## src/design/msb_pkg.sv

```systemverilog
// shared constants and carrier types for the multidrop scan bridge registers
package msb_pkg;
	localparam int IR_WIDTH = 8;
	localparam int BSR_WIDTH = 8;
	localparam int GROUP_WIDTH = 2;
	localparam int MODE_WIDTH = 8;
	localparam int SLOT_WIDTH = 7;
	localparam int ADDR_WIDTH = 6;
	localparam int MAX_PORTS = 5;
	localparam int DEF_PORTS = 3;
	// fixed low bits loaded into the instruction register at capture
	localparam logic [1:0] IR_CAPTURE_LOW = 2'h1;
	// address map of the instruction register while waiting for an address
	localparam logic [5:0] ADDR_INDIV_MAX = 6'h3a;
	localparam logic [5:0] ADDR_BROADCAST = 6'h3b;
	localparam logic [3:0] ADDR_GROUP_PREFIX = 4'hf;
	localparam logic [1:0] ADDR_HIGH_ZERO = 2'h0;
	// group register and mode register reset values
	localparam logic [1:0] GROUP_RESET = 2'h0;
	localparam logic [6:0] MODE_RESET = 7'h01;
	// mode register field positions
	localparam int MODE_PORT_LOW = 0;
	localparam int MODE_CLK_STOP = 3;
	localparam int MODE_LOOPBACK = 4;
	localparam int MODE_PORT_HIGH = 5;
	localparam int MODE_STATUS = 7;
	localparam int LOW_PORTS = 3;
	// backplane clock pulses before a port parked in reset loses its clock
	localparam int PARK_TCK_PULSES = 512;
	localparam int PARK_CNT_WIDTH = 10;
	localparam logic [9:0] PARK_CNT_LIMIT = 10'(PARK_TCK_PULSES);

	// test controller state, one level per state of interest
	typedef struct packed {
		logic tlr;
		logic capture_ir;
		logic shift_ir;
		logic update_ir;
		logic capture_dr;
		logic shift_dr;
		logic update_dr;
	} msb_tap_s;

	// data register selected by the current instruction
	typedef struct packed {
		logic boundary;
		logic bypass;
		logic mode;
		logic group;
	} msb_dr_sel_s;

	// clock counter status from the counter datapath
	typedef struct packed {
		logic enabled;
		logic at_zero;
		logic loaded;
	} msb_cnt_s;

	// selection state of the bridge
	typedef enum logic [1:0] {
		SEL_WAIT = 2'b01,
		SEL_ON = 2'b10
	} msb_sel_e;
endpackage : msb_pkg

```

## src/design/msb_bridge_regs.sv

```systemverilog
// scan bridge test data and instruction registers with local port chaining
`timescale 1ns/1ps
module msb_bridge_regs import msb_pkg::*; #(
	parameter int NUM_PORTS = DEF_PORTS
) (
	input wire logic clk,
	input wire logic resetn,
	input wire logic tck_b,
	input wire logic tdi_b,
	output logic tdo_b,
	output logic tdo_b_oe,
	input wire logic [SLOT_WIDTH-1:0] slot,
	input wire logic oe_n,
	input wire msb_tap_s tap,
	input wire logic addr_wait,
	input wire msb_dr_sel_s dr_sel,
	input wire msb_cnt_s cnt,
	input wire logic [NUM_PORTS-1:0] port_parked,
	input wire logic [NUM_PORTS-1:0] parked_in_reset_state,
	output logic [NUM_PORTS-1:0] local_port_tck,
	output logic [NUM_PORTS-1:0] local_port_tdi,
	input wire logic [NUM_PORTS-1:0] local_port_tdo,
	output logic selected,
	output logic [IR_WIDTH-1:0] instruction,
	output logic [MODE_WIDTH-1:0] chain_config,
	output logic [GROUP_WIDTH-1:0] group_select
);
	localparam int SYNC_W = 1 + 1 + SLOT_WIDTH + 1 + NUM_PORTS;

	// refuse port counts the mode register cannot address
	generate
		if (NUM_PORTS < 1 || NUM_PORTS > MAX_PORTS) begin : g_bad_ports
			$error("NUM_PORTS must lie between 1 and 5");
		end
	endgenerate

	// mode register bit that selects a given local port
	function automatic int port_mode_bit(input int port);
		port_mode_bit = (port < LOW_PORTS) ? (MODE_PORT_LOW + port) :
			(MODE_PORT_HIGH + port - LOW_PORTS);
	endfunction : port_mode_bit

	// address decode, used by the selection logic below
	function automatic logic addr_hit(input logic [IR_WIDTH-1:0] ir,
			input logic [SLOT_WIDTH-1:0] slots, input logic [GROUP_WIDTH-1:0] grp);
		logic [ADDR_WIDTH-1:0] a;
		a = ir[ADDR_WIDTH-1:0];
		addr_hit = 1'b0;
		if (ir[IR_WIDTH-1:ADDR_WIDTH] == ADDR_HIGH_ZERO) begin
			if (a <= ADDR_INDIV_MAX && a == slots[ADDR_WIDTH-1:0]) begin
				addr_hit = 1'b1;
			end else if (a == ADDR_BROADCAST) begin
				addr_hit = 1'b1;
			end else if (a[5:2] == ADDR_GROUP_PREFIX && a[1:0] == grp) begin
				addr_hit = 1'b1;
			end
		end
	endfunction : addr_hit

	logic [SYNC_W-1:0] sync_q;
	logic s_tck;
	logic s_tdi;
	logic s_oe_n;
	logic [SLOT_WIDTH-1:0] s_slot;
	logic [NUM_PORTS-1:0] s_ltdo;
	logic tck_d;
	logic tck_rise;
	logic tck_fall;
	logic [IR_WIDTH-1:0] instruction_shift_register;
	logic [BSR_WIDTH-1:0] pin_sample_register;
	logic bypass_stage;
	logic [GROUP_WIDTH-1:0] group_shift;
	logic [GROUP_WIDTH-1:0] group_select_register;
	logic [MODE_WIDTH-1:0] mode_shift;
	logic [MODE_WIDTH-2:0] mode_bits;
	logic cnt_status;
	logic [MODE_WIDTH-1:0] port_chain_config;
	msb_sel_e sel_state;
	msb_sel_e next_sel_state;
	logic reg_out;
	logic dr_shift;
	logic [NUM_PORTS:0] chain;
	logic [NUM_PORTS-1:0] port_active;
	logic [NUM_PORTS-1:0] pad;
	logic [NUM_PORTS-1:0] clk_en;
	logic [PARK_CNT_WIDTH-1:0] park_cnt [NUM_PORTS];

	// every pin, the link clock among them, passes two flops first
	msb_sync #(
		.WIDTH(SYNC_W)
	) u_sync (
		.clk(clk),
		.resetn(resetn),
		.d({tck_b, tdi_b, slot, oe_n, local_port_tdo}),
		.q(sync_q)
	);

	assign {s_tck, s_tdi, s_slot, s_oe_n, s_ltdo} = sync_q;

	// edges of the backplane clock as seen by clk
	always_ff @(posedge clk) begin
		if (!resetn) begin
			tck_d <= 1'b0;
		end else begin
			tck_d <= s_tck;
		end
	end

	assign tck_rise = s_tck & ~tck_d;
	assign tck_fall = ~s_tck & tck_d;
	assign selected = (sel_state == SEL_ON);
	assign dr_shift = tap.shift_dr & selected;

	// instruction register: capture, then shift towards bit 0
	always_ff @(posedge clk) begin
		if (!resetn) begin
			instruction_shift_register <= '0;
		end else if (tck_rise && tap.capture_ir) begin
			instruction_shift_register <= {s_slot[ADDR_WIDTH-1:0], IR_CAPTURE_LOW};
		end else if (tck_rise && tap.shift_ir) begin
			instruction_shift_register <= {s_tdi, instruction_shift_register[IR_WIDTH-1:1]};
		end
	end

	assign instruction = instruction_shift_register;

	// selection: set at an update rise; address wait deselects only at a tck rise, so it can lag
	always_comb begin
		next_sel_state = sel_state;
		case (sel_state)
			SEL_WAIT: begin
				if (tck_rise && tap.update_ir && addr_wait &&
						addr_hit(instruction_shift_register, s_slot, group_select_register)) begin
					next_sel_state = SEL_ON;
				end
			end
			SEL_ON: begin
				if (tap.tlr || (tck_rise && addr_wait)) begin
					next_sel_state = SEL_WAIT;
				end
			end
			default: begin
				next_sel_state = SEL_WAIT;
			end
		endcase
	end

	always_ff @(posedge clk) begin
		if (!resetn) begin
			sel_state <= SEL_WAIT;
		end else begin
			sel_state <= next_sel_state;
		end
	end

	// sample-only boundary cells; on-chip logic never sees their contents
	always_ff @(posedge clk) begin
		if (!resetn) begin
			pin_sample_register <= '0;
		end else if (tck_rise && selected && dr_sel.boundary && tap.capture_dr) begin
			pin_sample_register <= {s_oe_n, s_slot};
		end else if (tck_rise && dr_shift && dr_sel.boundary) begin
			pin_sample_register <= {s_tdi, pin_sample_register[BSR_WIDTH-1:1]};
		end
	end

	// single bypass stage captures zero as usual
	always_ff @(posedge clk) begin
		if (!resetn) begin
			bypass_stage <= 1'b0;
		end else if (tck_rise && selected && dr_sel.bypass && tap.capture_dr) begin
			bypass_stage <= 1'b0;
		end else if (tck_rise && dr_shift && dr_sel.bypass) begin
			bypass_stage <= s_tdi;
		end
	end

	// group register: shift stage plus held value, cleared in reset state
	always_ff @(posedge clk) begin
		if (!resetn || tap.tlr) begin
			group_shift <= GROUP_RESET;
			group_select_register <= GROUP_RESET;
		end else if (tck_rise && selected && dr_sel.group) begin
			if (tap.capture_dr) begin
				group_shift <= group_select_register;
			end else if (tap.shift_dr) begin
				group_shift <= {s_tdi, group_shift[GROUP_WIDTH-1]};
			end else if (tap.update_dr) begin
				group_select_register <= group_shift;
			end
		end
	end

	assign group_select = group_select_register;

	// mode register: writable bits 6..0; bit 7 is counter status only
	always_ff @(posedge clk) begin
		if (!resetn || tap.tlr) begin
			mode_shift <= {1'b0, MODE_RESET};
			mode_bits <= MODE_RESET;
		end else if (tck_rise && selected && dr_sel.mode) begin
			if (tap.capture_dr) begin
				mode_shift <= port_chain_config;
			end else if (tap.shift_dr) begin
				mode_shift <= {s_tdi, mode_shift[MODE_WIDTH-1:1]};
			end else if (tap.update_dr) begin
				mode_bits <= mode_shift[MODE_WIDTH-2:0];
			end
		end
	end

	// status flag: a zero reached in the same cycle as a load still sets it
	always_ff @(posedge clk) begin
		if (!resetn) begin
			cnt_status <= 1'b0;
		end else if (cnt.enabled && cnt.at_zero) begin
			cnt_status <= 1'b1;
		end else if (cnt.loaded) begin
			cnt_status <= 1'b0;
		end
	end

	assign port_chain_config = {cnt_status, mode_bits};
	assign chain_config = port_chain_config;

	// serial output of whichever register sits in the path
	always_comb begin
		if (tap.shift_ir) begin
			reg_out = instruction_shift_register[0];
		end else if (dr_sel.boundary) begin
			reg_out = pin_sample_register[0];
		end else if (dr_sel.group) begin
			reg_out = group_shift[0];
		end else if (dr_sel.mode) begin
			reg_out = mode_shift[0];
		end else begin
			reg_out = bypass_stage;
		end
	end

	assign chain[0] = reg_out;

	// local port chain: ascending order, each port retimed by its own pad
	generate
		for (genvar i = 0; i < NUM_PORTS; i++) begin : g_port
			assign port_active[i] = mode_bits[port_mode_bit(i)]
				& ~port_parked[i]
				& ~mode_bits[MODE_LOOPBACK];
			assign chain[i+1] = port_active[i] ? pad[i] : chain[i];

			// pad flop samples the returned data on the tck rise
			always_ff @(posedge clk) begin
				if (!resetn) begin
					pad[i] <= 1'b0;
				end else if (tck_rise) begin
					pad[i] <= s_ltdo[i];
				end
			end

			// local data launched on the falling edge, like the backplane output
			always_ff @(posedge clk) begin
				if (!resetn) begin
					local_port_tdi[i] <= 1'b0;
				end else if (tck_fall) begin
					local_port_tdi[i] <= chain[i];
				end
			end

			// pulses counted while parked in reset, saturating at the limit
			always_ff @(posedge clk) begin
				if (!resetn || !parked_in_reset_state[i]) begin
					park_cnt[i] <= '0;
				end else if (tck_rise && park_cnt[i] != PARK_CNT_LIMIT) begin
					park_cnt[i] <= park_cnt[i] + 10'h001;
				end
			end

			// clock gating; a stopped clock is held low
			always_comb begin
				if (!port_parked[i]) begin
					clk_en[i] = 1'b1;
				end else if (parked_in_reset_state[i]) begin
					clk_en[i] = (park_cnt[i] != PARK_CNT_LIMIT);
				end else if (cnt.enabled && cnt.at_zero) begin
					clk_en[i] = 1'b0;
				end else begin
					clk_en[i] = ~mode_bits[MODE_CLK_STOP];
				end
			end

			// local clock is the sampled backplane clock, gated, from a flop
			always_ff @(posedge clk) begin
				if (!resetn) begin
					local_port_tck[i] <= 1'b0;
				end else begin
					local_port_tck[i] <= s_tck & clk_en[i];
				end
			end
		end
	endgenerate

	// backplane output changes on the falling edge and only drives when selected
	always_ff @(posedge clk) begin
		if (!resetn) begin
			tdo_b <= 1'b0;
			tdo_b_oe <= 1'b0;
		end else if (tck_fall) begin
			tdo_b <= chain[NUM_PORTS];
			tdo_b_oe <= selected & (tap.shift_ir | tap.shift_dr);
		end
	end
endmodule : msb_bridge_regs

```

## src/design/msb_sync.sv

```systemverilog
// two flip-flop synchroniser for pin inputs
`timescale 1ns/1ps
module msb_sync #(
	parameter int WIDTH = 1
) (
	input wire logic clk,
	input wire logic resetn,
	input wire logic [WIDTH-1:0] d,
	output logic [WIDTH-1:0] q
);
	logic [WIDTH-1:0] meta;

	// the first stage feeds only the second stage
	always_ff @(posedge clk) begin
		if (!resetn) begin
			meta <= '0;
			q <= '0;
		end else begin
			meta <= d;
			q <= meta;
		end
	end
endmodule : msb_sync

```

## config.mk

```make
export PLATFORM = sky130hd
export DESIGN_NAME = msb_bridge_regs
export DESIGN_NICKNAME = d
export VERILOG_FILES = /design/src/design/msb_pkg.sv /design/src/design/msb_bridge_regs.sv /design/src/design/msb_sync.sv
export SDC_FILE = /design/constraint.sdc
export NUM_CORES = 1
export LEC_CHECK = 0
export ABC_CLOCK_PERIOD_IN_PS = 1750
export BUFFER_PORTS_ARGS = -buffer_cell sky130_fd_sc_hd__clkbuf_2
export CAP_MARGIN = 20
export CELL_PAD_IN_SITES_DETAIL_PLACEMENT = 0
export CELL_PAD_IN_SITES_GLOBAL_PLACEMENT = 1
export CORE_MARGIN = 1
export CORE_UTILIZATION = 32
export CTS_BUF_LIST = sky130_fd_sc_hd__clkbuf_8
export DETAILED_ROUTE_END_ITERATION = 7
export PLACE_DENSITY = 0.67
export REMOVE_ABC_BUFFERS = 1
export SLEW_MARGIN = 20
export SYNTH_ARGS = -nofsm -noshare
export SYNTH_HDL_FRONTEND = slang
export SYNTH_SLANG_ARGS = --single-unit
```

## constraint.sdc

```tcl
create_clock -name clk -period 1.75 [get_ports clk]
set_input_delay 0.4375 -clock clk [delete_from_list [all_inputs] [get_ports clk]]
set_output_delay 0.4375 -clock clk [all_outputs]
set_load 0.03 [all_outputs]
```

======== After elaboration in Yosys (flattened, before gate mapping) ========
Memory sizes are Yosys's and may differ from the RTL's.
Index checks and enable logic that the tools add are counted.
operators by class
  add/sub/neg operators ................... 3
  magnitude comparators ................... 1
  equality and inequality tests ........... 11
  mux-type cells .......................... 50
  bitwise operators ....................... 27
  reduce and logical (&&, ||, !) cells .... 43
operators with widths
  operator               count
  $mux 8                 6
  $mux 1                 36
  $add 10x1->10 const B  3
  $mux 10                3
  $ne 10x10->1 const B   3
  $logic_and 1x1->1      22
  $and 1x1->1            13
  $not 1->1              10
  $mux 2                 4
  $reduce_and 4->1       2
  $reduce_bool 2->1      4
  $eq 6x6->1             1
  $eq 6x6->1 const B     1
  $le 6x6->1 const B     1
  $reduce_and 2->1       3
  $logic_or 1x1->1       5
  $eq 4x4->1 const B     1
  $logic_not 1->1        4
  $or 1x1->1             4
  $pmux 2 s2             1
  $reduce_or 2->1        2
  $eq 2x1->1 const B     1
  $eq 2x2->1             1
  $eq 2x2->1 const B     1
  3 further kinds        3
word-level totals
  bits in registers ....................... 77
  memory bits (writable) .................. 30
  input bits .............................. 36
  output and inout port bits .............. 27
  logic and storage cells ................. 160
  memories ................................ 1
memories
  memory    words  bits a word  read ports  clocked after memory_dff  wr ports  RTL line               RTL
  park_cnt  3      10           3           0                         3         msb_bridge_regs.sv:86  logic [PARK_CNT_WIDTH-1:0] park_cnt [NUM_PORTS];

======== Logic depth before layout (Yosys ltp) ========
Gate-level depths: netlist of the first run.
  word-level depth ........................ 10
  gate-level depth with buffers ........... 7
  depth with buffers taken out ............ 6

======== Cells and area by module ========
A second synthesis of the first run with hierarchy kept.
second synthesis, totals
  cell total of the unflattened synthesis .. 484
  area, all modules ....................... 4809.6 µm²
modules (own cells, without submodules)
  module           times used  cells each  area each (µm²)  seq. area each (µm²)
  msb_bridge_regs  1           430         4078.9           1921.8
  msb_sync         1           54          730.7            520.5

======== Worst setup path before layout of the first run ========
Ideal clock, no wire load.
  kind .................................... register to register
  start ................................... mem park_cnt[0][0]
  end ..................................... mem park_cnt[0][0] (enable)
  arrival ................................. 1.353 ns
  path slack .............................. 0.046 ns
  stages on the path, launching flop included .. 7
  buffers on the path ..................... 0
  clock period less this slack ............ 1.704 ns
  cell sequence ........................... edfxtp_1 -> inv_1 -> ha_1 -> nor4b_1 -> nand4b_1 -> nand2_1 -> nand3_1
RTL lines
  item             RTL line
  start, declared  msb_bridge_regs.sv:86

======== Final worst setup path of the first run ========
  start ................................... reg sel_state[1]
  end ..................................... out selected
between the ends
  cells in the longest elaborated chain, start to end .. 1
RTL lines
  item                    RTL line                RTL
  start, declared         msb_bridge_regs.sv:78   msb_sel_e sel_state;
  start signal, assigned  msb_bridge_regs.sv:152  sel_state <= next_sel_state;
  $eq 2x2->1              msb_bridge_regs.sv:111  assign selected = (sel_state == SEL_ON);
  end, declared           msb_bridge_regs.sv:23   output logic selected,
Every way passes these cells.

==> impl_metrics.yaml, run 1 <==
synthesis:
  main_area_contributors_after_synthesis: "sky130_fd_sc_hd__dfxtp_1, sky130_fd_sc_hd__edfxtp_1, sky130_fd_sc_hd__mux2i_1, sky130_fd_sc_hd__nor2_1, sky130_fd_sc_hd__and2_1"
  netlist_area_um2: 4800
  postSynthCellCount: 484
  ys_async_sr_fraction_pct: 0
  synth_top_cell_area_share_pct: 32.1
  synthesis.yosys.warnings: 0
  synth_top_family_by_area: "simple AND/OR/NAND/NOR gates"
  synth_xor_xnor_area_share_pct: 5.84
  synth_flop_cell: "sky130_fd_sc_hd__dfxtp_1"
  post_synth_mux_area_share_pct: 6.31
  post_synth_and_or_nand_nor_area_fraction_pct: 22.2
  synth_enable_flop_cells: 30
  ys_types: 54
  synth_adder_area_share_pct: 1.56
  postSynthRegisterBits: 107
  synth-compound-area-share_pct: 9.88
  synthesis.area_per_instance_um2: 9.92
  synth_area_leader_cell: "sky130_fd_sc_hd__dfxtp_1"
  synth.yosys.seq_area_share_pct: 50.9
final_layout:
  fillers: 1462
  layout.nets: 612
  area.growth.synth_to_final_pct: 19.6
  stdcell_area_um2: 5740
  drive_above_1_share_pct: 21.2
  diodes_inserted: 0
route:
  wire_per_inst_um: 14.5
  drtPass1Iterations: 4
  antenna_left: 0
  vias_per_cell: 4.80
  num_vias: 3643
  drt-total-wl_um: 11000
  initialDrtViolationCount: 164
  detail_route.drc_violations: 0
global_routing:
  met3_usage_pct: 3.87
  grt_use_met2_pct: 22.8
  global_route.peak_usage_layer: "met2"
  global_route.overflow_total: 0
  grtUsageTotal_pct: 14.6
  grt_max_degree: 33
  global_route.usage.met1_pct: 19.5
  grt_first_pass_wirelength_um: 18100
  antenna_found_initial: 0
  first_global_vias: 3592
floorplanning:
  io_pins: 63
  overall_die_width_um: 124
  design.die.area_um2: 15500
  initial_utilization_pct: 32.9
  die_h_um: 124
  core_um2: 14600
  placement_rows: 44
sta:
  finClkSkew_ns: 0.0138
  timing_worst_slew_pin_value_ns: 0.437
  max_freq_ghz: 0.598
  setup_violations: 0
  maxSlewHeadroom_pct: 70.8
  finalCriticalPeriod_ns: 1.67
  final_cycle_share_pct: 95.6
  slew_violations: 0
  rsz0062_at_grt: "false"
  post-route-worst-setup-slack_ns: 0.0779
  timing_hold_violations_final: 0
placement:
  detailed_place_hpwl_um: 8020
  postPlaceCellArea_um2: 5490
  place.port_buffers: 62
  place_congestion: 0.805
  preCtsSetupSlack_ns: 0.0141
hold_path:
  hp-start: "port_parked[2]"
  holdCritPathClass: "in -> reg"
  min_delay_path_depth: 2
  min_delay_worst_endpoint: "local_port_tck[2]$_SDFF_PN0_"
worst_setup_path:
  reg2reg_from: "park_cnt[0][0]$_SDFFCE_PN0P_"
  nature_of_the_critical_path_startpoint: "flop"
  path_max_fanout: 3
  worst_ep_required_time_ns: 1.31
  critical_path.endpoint_type: "output pin"
  critical_path_arrival_ns: 1.23
  end_of_the_worst_register_to_register_path: "park_cnt[0][4]$_SDFFCE_PN0P_"
  reg2regPathDepth: 7
  critical_path_class: "reg -> out"
  r2r_slack_ns: 0.13
clocking:
  clock_tree_from_tritoncts: "built"
  cts_max_path_buffers: 2
  clkTransAtPathRegs_ns: 0.10
  clkSinkCount: 107
  cts_root_buffer: "sky130_fd_sc_hd__clkbuf_8"
  cts-htree-levels: 3
  numCtsBuffers: 9
  insertion_delay_ns: 0.39
job:
  drv.max_cap_violation_count: 0
power_and_ir_drop:
  power_density_nw_per_um2: 834
  total_leakage_power_nw: 2.30
  irDropWorstVdd_mv: 0.369
outcome:
  outcome: "complete, no violations"
## cell usage in the layout (no fill, tap or decap), types with 2 or more instances in the layout
master and count:
sky130_fd_sc_hd__inv_1 13, sky130_fd_sc_hd__and3_1 4, sky130_fd_sc_hd__a211o_1 2, sky130_fd_sc_hd__buf_4 32
sky130_fd_sc_hd__o21ai_0 16, sky130_fd_sc_hd__and2_1 26, sky130_fd_sc_hd__nor3b_1 2, sky130_fd_sc_hd__bufinv_16 2
sky130_fd_sc_hd__buf_12 2, sky130_fd_sc_hd__a211oi_2 2, sky130_fd_sc_hd__o211ai_1 2, sky130_fd_sc_hd__mux2_2 2
sky130_fd_sc_hd__nand4b_1 2, sky130_fd_sc_hd__clkbuf_2 61, sky130_fd_sc_hd__nor4b_1 2, sky130_fd_sc_hd__a211oi_1 8
sky130_fd_sc_hd__and4_1 2, sky130_fd_sc_hd__nand4_1 13, sky130_fd_sc_hd__xnor2_1 15, sky130_fd_sc_hd__nand3_1 20
sky130_fd_sc_hd__inv_6 2, sky130_fd_sc_hd__xor2_1 17, sky130_fd_sc_hd__nor4_1 2, sky130_fd_sc_hd__ha_1 6
sky130_fd_sc_hd__a22oi_1 8, sky130_fd_sc_hd__edfxtp_1 30, sky130_fd_sc_hd__a21boi_0 5, sky130_fd_sc_hd__nor3_1 10
sky130_fd_sc_hd__nor2b_1 15, sky130_fd_sc_hd__dfxtp_1 77, sky130_fd_sc_hd__mux2i_1 28, sky130_fd_sc_hd__nor2_1 54
sky130_fd_sc_hd__clkbuf_8 9, sky130_fd_sc_hd__nand2b_1 12, sky130_fd_sc_hd__a21oi_1 15, sky130_fd_sc_hd__nand2_1 32
## power by group
part	switching, mW	internal (mW)
sequential	0.0640	2.62
combinational	0.217	0.176
clock	0.894	0.818
## through the flow
stage	cells	util, %	setup TNS, ns	hold WS [ns]	power, mW
4_1_cts	756	39.2	0	0.227	4.86
3_5_place_dp	740	37.6	0	0.417	3.13
2_1_floorplan	463	-	-11.24	0.412	2.92
5_1_grt	759	39.4	0	0.244	4.99
6_report	759	39.4	0	0.256	4.79
3_3_place_gp	740	37.6	0	0.417	3.13
## critical path: stages, from the launching register on
cell	delay, ns
sky130_fd_sc_hd__dfxtp_1	0.37
sky130_fd_sc_hd__inv_1	0.10
sky130_fd_sc_hd__nor2_4	0.16
sky130_fd_sc_hd__clkbuf_4	0.21
## timing repair
action / in CTS / in global routing
setup endpoints to repair: 1 / 39
pin swaps: 0 / 3
setup buffers: 0 / 3
resized for setup: 2 / 3
hold endpoints to repair: 0 / 0
hold buffers: 0 / 0
## routing by layer
metal	vias up	share of wire (%)	wire, um
li1	1857	-	-
met1	1707	50	5440
met2	70	45	4920
met3	9	4.5	490
met4	0	1.2	130
met5	-	0	0
## final cells by class
cell class	instances	area (um^2)	area share, %
Tap cell	184	230	4.01
Clock buffer	9	124	2.16
Timing Repair Buffer	96	593	10.3
Clock inverter	7	97.6	1.70
Sequential cell	107	2440	42.5
Inverter	13	48.8	0.850
Multi-Input combinational cell	343	2210	38.4
## worst max path at each step
stage | start | to | slack, ns | cells after the start
6_report | sel_state[1]$_SDFFE_PN0P_ | selected | 0.08 | 3
5_1_grt | sel_state[0]$_SDFFE_PN1P_ | pin_sample_register[2]$_SDFFE_PN0P_ | 0.005 | 4
4_1_cts | tck_d$_SDFF_PN0_ | mode_shift[2]$_SDFFE_PP0P_ | 0.04 | 5
3_5_place_dp | port_parked[1] | tdo_b$_SDFFE_PN0P_ | 0.01 | 5
3_3_place_gp | park_cnt[1][4]$_SDFFCE_PN0P_ | park_cnt[1][3]$_SDFFCE_PN0P_ | 0.07 | 4
2_1_floorplan | u_sync.q[12]$_SDFF_PN0_ | park_cnt[0][2]$_SDFFCE_PN0P_ | -0.19 | 3
## sequential cells by signal (all words and copies together), names as in the netlist, 2 cells and up
register             flops
u_sync.meta             13
group_shift              2
group_select             2
pad                      3
mode_shift               8
park_cnt                30
pin_sample_register      8
sel_state                2
mode_bits                7
u_sync.q                13
local_port_tdi           3
local_port_tck           3
instruction              8
## synth_stat cells (2+ instances only)
library cell               number
sky130_fd_sc_hd__dfxtp_1       77
sky130_fd_sc_hd__nor2_1        55
sky130_fd_sc_hd__nand2_1       32
sky130_fd_sc_hd__edfxtp_1      30
sky130_fd_sc_hd__mux2i_1       28
sky130_fd_sc_hd__and2_1        26
sky130_fd_sc_hd__nand3_1       20
sky130_fd_sc_hd__xor2_1        17
sky130_fd_sc_hd__o21ai_0       16
sky130_fd_sc_hd__a21oi_1       15
sky130_fd_sc_hd__nor2b_1       15
sky130_fd_sc_hd__xnor2_1       15
sky130_fd_sc_hd__inv_1         13
sky130_fd_sc_hd__nand4_1       13
sky130_fd_sc_hd__clkbuf_1      12
sky130_fd_sc_hd__nand2b_1      12
sky130_fd_sc_hd__nor3_1        10
sky130_fd_sc_hd__a211oi_1       8
sky130_fd_sc_hd__a22oi_1        8
sky130_fd_sc_hd__ha_1           6
sky130_fd_sc_hd__a21boi_0       5
sky130_fd_sc_hd__and3_1         5
sky130_fd_sc_hd__buf_2          3
sky130_fd_sc_hd__buf_6          3
sky130_fd_sc_hd__a211o_1        2
sky130_fd_sc_hd__a211oi_2       2
sky130_fd_sc_hd__and4_1         2
sky130_fd_sc_hd__buf_4          2
sky130_fd_sc_hd__mux2_2         2
sky130_fd_sc_hd__nand4b_1       2
sky130_fd_sc_hd__nor3b_1        2
sky130_fd_sc_hd__nor4_1         2
sky130_fd_sc_hd__nor4b_1        2
sky130_fd_sc_hd__o211ai_1       2
## kinds of logic after synthesis
group,Yosys count
DFF,107
xor gates and xnor gates,32
and+or+nand+nor,205
muxes,30
adders and majority gates,6
AOI/OAI and AO/OA,70
buffers and inverters,34
Power figures use the tool's default switching activity.
==> run 2, diff against run 1 <==
- MAX_ROUTING_LAYER: default -> met4
==> run 2 against run 1 <==
Clock power about the same. Non-clock buffer count unchanged. Cell area unchanged. Largest power group unchanged. Largest cell class unchanged. First-iteration DRC count is 13% higher.
==> impl_metrics.yaml, run 2 (same netlist as run 1, synthesis figures left out) <==
placement:
  detailed_place_hpwl_um: 8020
  postPlaceCellArea_um2: 5490
  place_congestion: 0.817
  numPlacedInstances: 740
  place.port_buffers: 62
final_layout:
  area.growth.synth_to_final_pct: 19.6
  diodes_inserted: 0
  finish.utilization_pct: 39.4
  number_of_flip_flops_under_the_largest_register_name: 30
  layout_common_cells: "sky130_fd_sc_hd__dfxtp_1, sky130_fd_sc_hd__clkbuf_2, sky130_fd_sc_hd__nor2_1"
  drive_above_1_share_pct: 21.2
  stdcell_area_um2: 5740
  finalNonFillerCells: 759
  layout_commonest_cell: "sky130_fd_sc_hd__dfxtp_1"
  register_ranked_first_by_flip_flop_count: "park_cnt"
  top_flop_regs: "park_cnt: 30 flops, u_sync.meta: 13 flops, u_sync.q: 13 flops"
  layout.nets: 612
floorplanning:
  overall_die_width_um: 124
  initial_utilization_pct: 32.9
  placement_rows: 44
  die_h_um: 124
  design.die.area_um2: 15500
  io_pins: 63
  core_um2: 14600
power_and_ir_drop:
  total_leakage_power_nw: 2.30
  irDropWorstVdd_mv: 0.368
  design_power_total_mw: 4.79
  power_density_nw_per_um2: 834
global_routing:
  grt_first_pass_wirelength_um: 18100
  global_route.overflow_total: 0
  grtUsageTotal_pct: 15.0
  first_global_vias: 3593
  antenna_found_initial: 0
  grt_max_degree: 33
route:
  initialDrtViolationCount: 185
  vias_per_cell: 4.77
  detail_route.drc_violations: 0
  wire_per_inst_um: 14.4
  antenna_left: 0
  num_vias: 3624
  drtPass1Iterations: 4
  drt-total-wl_um: 11000
worst_setup_path:
  reg2reg_from: "park_cnt[0][0]$_SDFFCE_PN0P_"
  reg2regPathDepth: 7
  r2r_slack_ns: 0.13
  worst_setup_path_endpoint: "selected"
  path_max_fanout: 3
  worst_ep_required_time_ns: 1.31
  cp_num_cells: 3
  crit_family: "flip-flops"
  critical_path_class: "reg -> out"
  critical_path.endpoint_type: "output pin"
  critical_path_arrival_ns: 1.23
  critical_path.startpoint: "sel_state[1]$_SDFFE_PN0P_"
  end_of_the_worst_register_to_register_path: "park_cnt[0][4]$_SDFFCE_PN0P_"
  cp_cell_sequence: "inv_1, nor2_4, clkbuf_4"
  critical_path.n_buffers_inverters: 2
  nature_of_the_critical_path_startpoint: "flop"
  cp_slowest_cell: "sky130_fd_sc_hd__dfxtp_1"
  crit_path_max_incr_delay_ns: 0.37
sta:
  max_freq_ghz: 0.601
  final_cycle_share_pct: 95.1
  timing_hold_violations_final: 0
  timing.setup.tns_ns: 0
  finalCriticalPeriod_ns: 1.66
  rsz0062_at_grt: "false"
  slew_violations: 0
  maxSlewHeadroom_pct: 70.7
  finClkSkew_ns: 0.0155
  setup_violations: 0
  timing_worst_slew_pin_value_ns: 0.438
clocking:
  cts_max_path_buffers: 2
  numCtsBuffers: 9
  cts_root_buffer: "sky130_fd_sc_hd__clkbuf_8"
  cts-htree-levels: 3
  clkSinkCount: 107
  clock_tree_from_tritoncts: "built"
  hold_buffers: 0
  clkTransAtPathRegs_ns: 0.10
  insertion_delay_ns: 0.39
hold_path:
  holdCritPathClass: "in -> reg"
outcome:
  outcome: "complete, no violations"
job:
  drv.max_cap_violation_count: 0
## run 2: cell counts in the layout (fill, tap and decap cells not counted)
Identical to the previous run, type by type.
## run 2: cell type report
| cell class | count | area [um^2] |
|---|---|---|
| clock buffers | 9 | 124 |
| clock inverters | 7 | 97.6 |
| fillers | 1462 | 8850 |
| inverters | 13 | 48.8 |
| multi-input cells | 343 | 2210 |
| flip-flops and latches | 107 | 2440 |
| well taps | 184 | 230 |
| repair buffers | 96 | 593 |
## run 2: worst min-delay path by stage
stage	startpoint	endpoint	slack (ns)	cells after the start
floorplan	u_sync.meta[0]$_SDFF_PN0_	u_sync.q[0]$_SDFF_PN0_	0.41	1
global placement	u_sync.meta[6]$_SDFF_PN0_	u_sync.q[6]$_SDFF_PN0_	0.42	1
detailed placement	u_sync.meta[4]$_SDFF_PN0_	u_sync.q[4]$_SDFF_PN0_	0.42	1
CTS	slot[0]	u_sync.meta[4]$_SDFF_PN0_	0.23	2
global route	slot[6]	u_sync.meta[10]$_SDFF_PN0_	0.24	2
finish	port_parked[2]	local_port_tck[2]$_SDFF_PN0_	0.26	2
## run 2: per-stage QoR
step / worst slack (ns) / hold WS [ns]
2_1_floorplan: -0.192 / 0.412
3_3_place_gp: 0.0702 / 0.417
3_5_place_dp: 0.0141 / 0.417
4_1_cts: 0.0355 / 0.227
5_1_grt: 0.00701 / 0.244
6_report: 0.0865 / 0.256
## run 2: timing repair
item	in CTS	in global routing
setup endpoints to repair	1	39
gates cloned	0	0
resized for setup	2	3
pin swaps	0	3
setup buffers	0	3
## run 2: power by group
part	switching [mW]	internal, mW	leakage, nW
clock network	0.893	0.818	0.115
logic	0.217	0.176	1.22
registers	0.0641	2.62	0.965
## run 2: worst register-to-register path: stages (launching register included)
cell,delay (ns)
sky130_fd_sc_hd__edfxtp_1,0.40
sky130_fd_sc_hd__inv_1,0.07
sky130_fd_sc_hd__ha_1,0.14
sky130_fd_sc_hd__nor4b_1,0.23
sky130_fd_sc_hd__nand4b_1,0.18
sky130_fd_sc_hd__nand4_1,0.18
sky130_fd_sc_hd__buf_12,0.14
sky130_fd_sc_hd__nor2_1,0.05
## run 2: per-layer routing
| metal | track usage (%) | wire (um) | up-vias |
|---|---|---|---|
| met5 | - | 0 | - |
| met4 | 4.46 | 130 | 0 |
| li1 | - | - | 1856 |
| met3 | 3.61 | 451 | 9 |
| met2 | 22.7 | 4870 | 64 |
| met1 | 19.8 | 5510 | 1695 |
==> run 3, diff against run 2 <==
- GPL_TIMING_DRIVEN: default -> 0
- SETUP_SLACK_MARGIN: default -> 0.15
==> run 3 against run 2 <==
Flip-flop and latch count unchanged. Cell area increased by 1.7%. Clock skew grew 0.0013 ns. Largest cell class unchanged.
==> impl_metrics.yaml, run 3 (same netlist as run 1, synthesis figures left out) <==
floorplanning:
  die_h_um: 124
  io_pins: 63
  placement_rows: 44
  initial_utilization_pct: 32.9
  design.die.area_um2: 15500
  overall_die_width_um: 124
  core_um2: 14600
clocking:
  clock_tree_from_tritoncts: "built"
  insertion_delay_ns: 0.39
  hold_buffers: 0
  numCtsBuffers: 9
  clkTransAtPathRegs_ns: 0.10
  cts-htree-levels: 3
  cts_max_path_buffers: 2
  clkSinkCount: 107
  cts_root_buffer: "sky130_fd_sc_hd__clkbuf_8"
power_and_ir_drop:
  irDropWorstVdd_mv: 0.475
  total_leakage_power_nw: 2.28
  power_density_nw_per_um2: 781
placement:
  place_congestion: 0.822
  detailed_place_hpwl_um: 7310
  place.port_buffers: 62
  numPlacedInstances: 710
  preCtsSetupSlack_ns: -1.31
global_routing:
  grt_first_pass_wirelength_um: 17900
  grtUsageTotal_pct: 14.8
  global_route.overflow_total: 0
  antenna_found_initial: 0
  first_global_vias: 3471
  grt_max_degree: 63
sta:
  timing_hold_violations_final: 0
  slew_violations: 0
  maxSlewHeadroom_pct: 62.3
  post-route-worst-setup-slack_ns: 0.121
  timing_worst_slew_pin_value_ns: 0.566
  final_cycle_share_pct: 93.1
  finalCriticalPeriod_ns: 1.63
  rsz0062_at_grt: "true"
  setup_violations: 0
  holdWs_ns: 0.254
  max_freq_ghz: 0.614
  timing.setup.tns_ns: 0
  finClkSkew_ns: 0.0168
final_layout:
  register_ranked_first_by_flip_flop_count: "park_cnt"
  layout_common_cells: "sky130_fd_sc_hd__dfxtp_1, sky130_fd_sc_hd__clkbuf_2, sky130_fd_sc_hd__nor2_1"
  number_of_flip_flops_under_the_largest_register_name: 30
  area.growth.synth_to_final_pct: 21.7
  finalNonFillerCells: 755
  top_flop_regs: "park_cnt: 30 flops, u_sync.meta: 13 flops, u_sync.q: 13 flops"
  drive_above_1_share_pct: 24.5
  layout.nets: 608
  layout_commonest_cell: "sky130_fd_sc_hd__dfxtp_1"
  diodes_inserted: 0
  finish.utilization_pct: 40.0
worst_setup_path:
  r2r_slack_ns: 0.12
  path_max_fanout: 3
  critical_path_class: "reg -> reg"
  critical_path.endpoint_type: "flop"
  cp_cell_sequence: "inv_1, ha_1, nor4b_4, nand4b_1, nand4_1, buf_4, nor2_1"
  crit_path_max_incr_delay_ns: 0.41
  nature_of_the_critical_path_startpoint: "flop"
  critical_path_arrival_ns: 1.78
  reg2regPathDepth: 7
  cp_slowest_cell: "sky130_fd_sc_hd__edfxtp_1"
  worst_ep_required_time_ns: 1.90
hold_path:
  min_delay_path_depth: 2
  holdCritPathClass: "in -> reg"
route:
  vias_per_cell: 4.92
  num_vias: 3711
  detail_route.drc_violations: 0
  drtPass1Iterations: 4
  antenna_left: 0
  wire_per_inst_um: 14.7
  drt-total-wl_um: 11100
  initialDrtViolationCount: 209
outcome:
  outcome: "complete, no violations"
job:
  drv.max_cap_violation_count: 0
[run 3: final timing paths]
check / end / from
setup / recovery: park_cnt[0][3]$_SDFFCE_PN0P_ / park_cnt[0][0]$_SDFFCE_PN0P_
hold / removal: local_port_tck[2]$_SDFF_PN0_ / port_parked[2]
setup reg to reg: park_cnt[0][3]$_SDFFCE_PN0P_ / park_cnt[0][0]$_SDFFCE_PN0P_
hold reg to reg: u_sync.q[6]$_SDFF_PN0_ / u_sync.meta[6]$_SDFF_PN0_
[run 3: per-stage QoR]
step                area [um^2]  power, mW
floorplan                  4690       2.92
global placement           5230       3.08
detailed placement         5240       3.09
CTS                        5610       4.58
global route               5840       4.77
finish                     5840       4.56
[run 3: power breakdown]
| group | switching, mW | leakage [nW] | internal [mW] |
|---|---|---|---|
| sequential | 0.0703 | 0.969 | 2.62 |
| clock | 0.922 | 0.0908 | 0.541 |
| combinational | 0.229 | 1.22 | 0.180 |
[run 3: layer usage]
metal / vias up / GRT usage, % / wire length (um)
li1: 1865 / - / -
met2: 76 / 21.6 / 5150
met5: - / - / 0
met3: 7 / 4.64 / 493
met4: 0 / 3.40 / 106
met1: 1763 / 19.8 / 5330
[run 3: what timing repair did]
item,4_1_cts,5_1_grt
gates resized for setup,23,25
buffers inserted,10,16
endpoints found under the hold margin,0,0
setup endpoints to repair,100,88
gates cloned,1,2
pin swaps,5,9
[run 3: area by class of cell]
type | count | area, um^2
well taps | 184 | 230
fillers | 1437 | 8750
inverters | 13 | 51.3
flip-flops and latches | 107 | 2450
clock inverters | 7 | 60.1
repair buffers | 89 | 546
multi-input cells | 346 | 2380
clock buffers | 9 | 124
[run 3: worst max-delay path: cells and delay by family (launching register included)]
family / cells / cell delay, ns
and+or+nand+nor: 4 / 0.62
DFF: 1 / 0.41
buffers and inverters: 2 / 0.22
adders and majority gates: 1 / 0.15
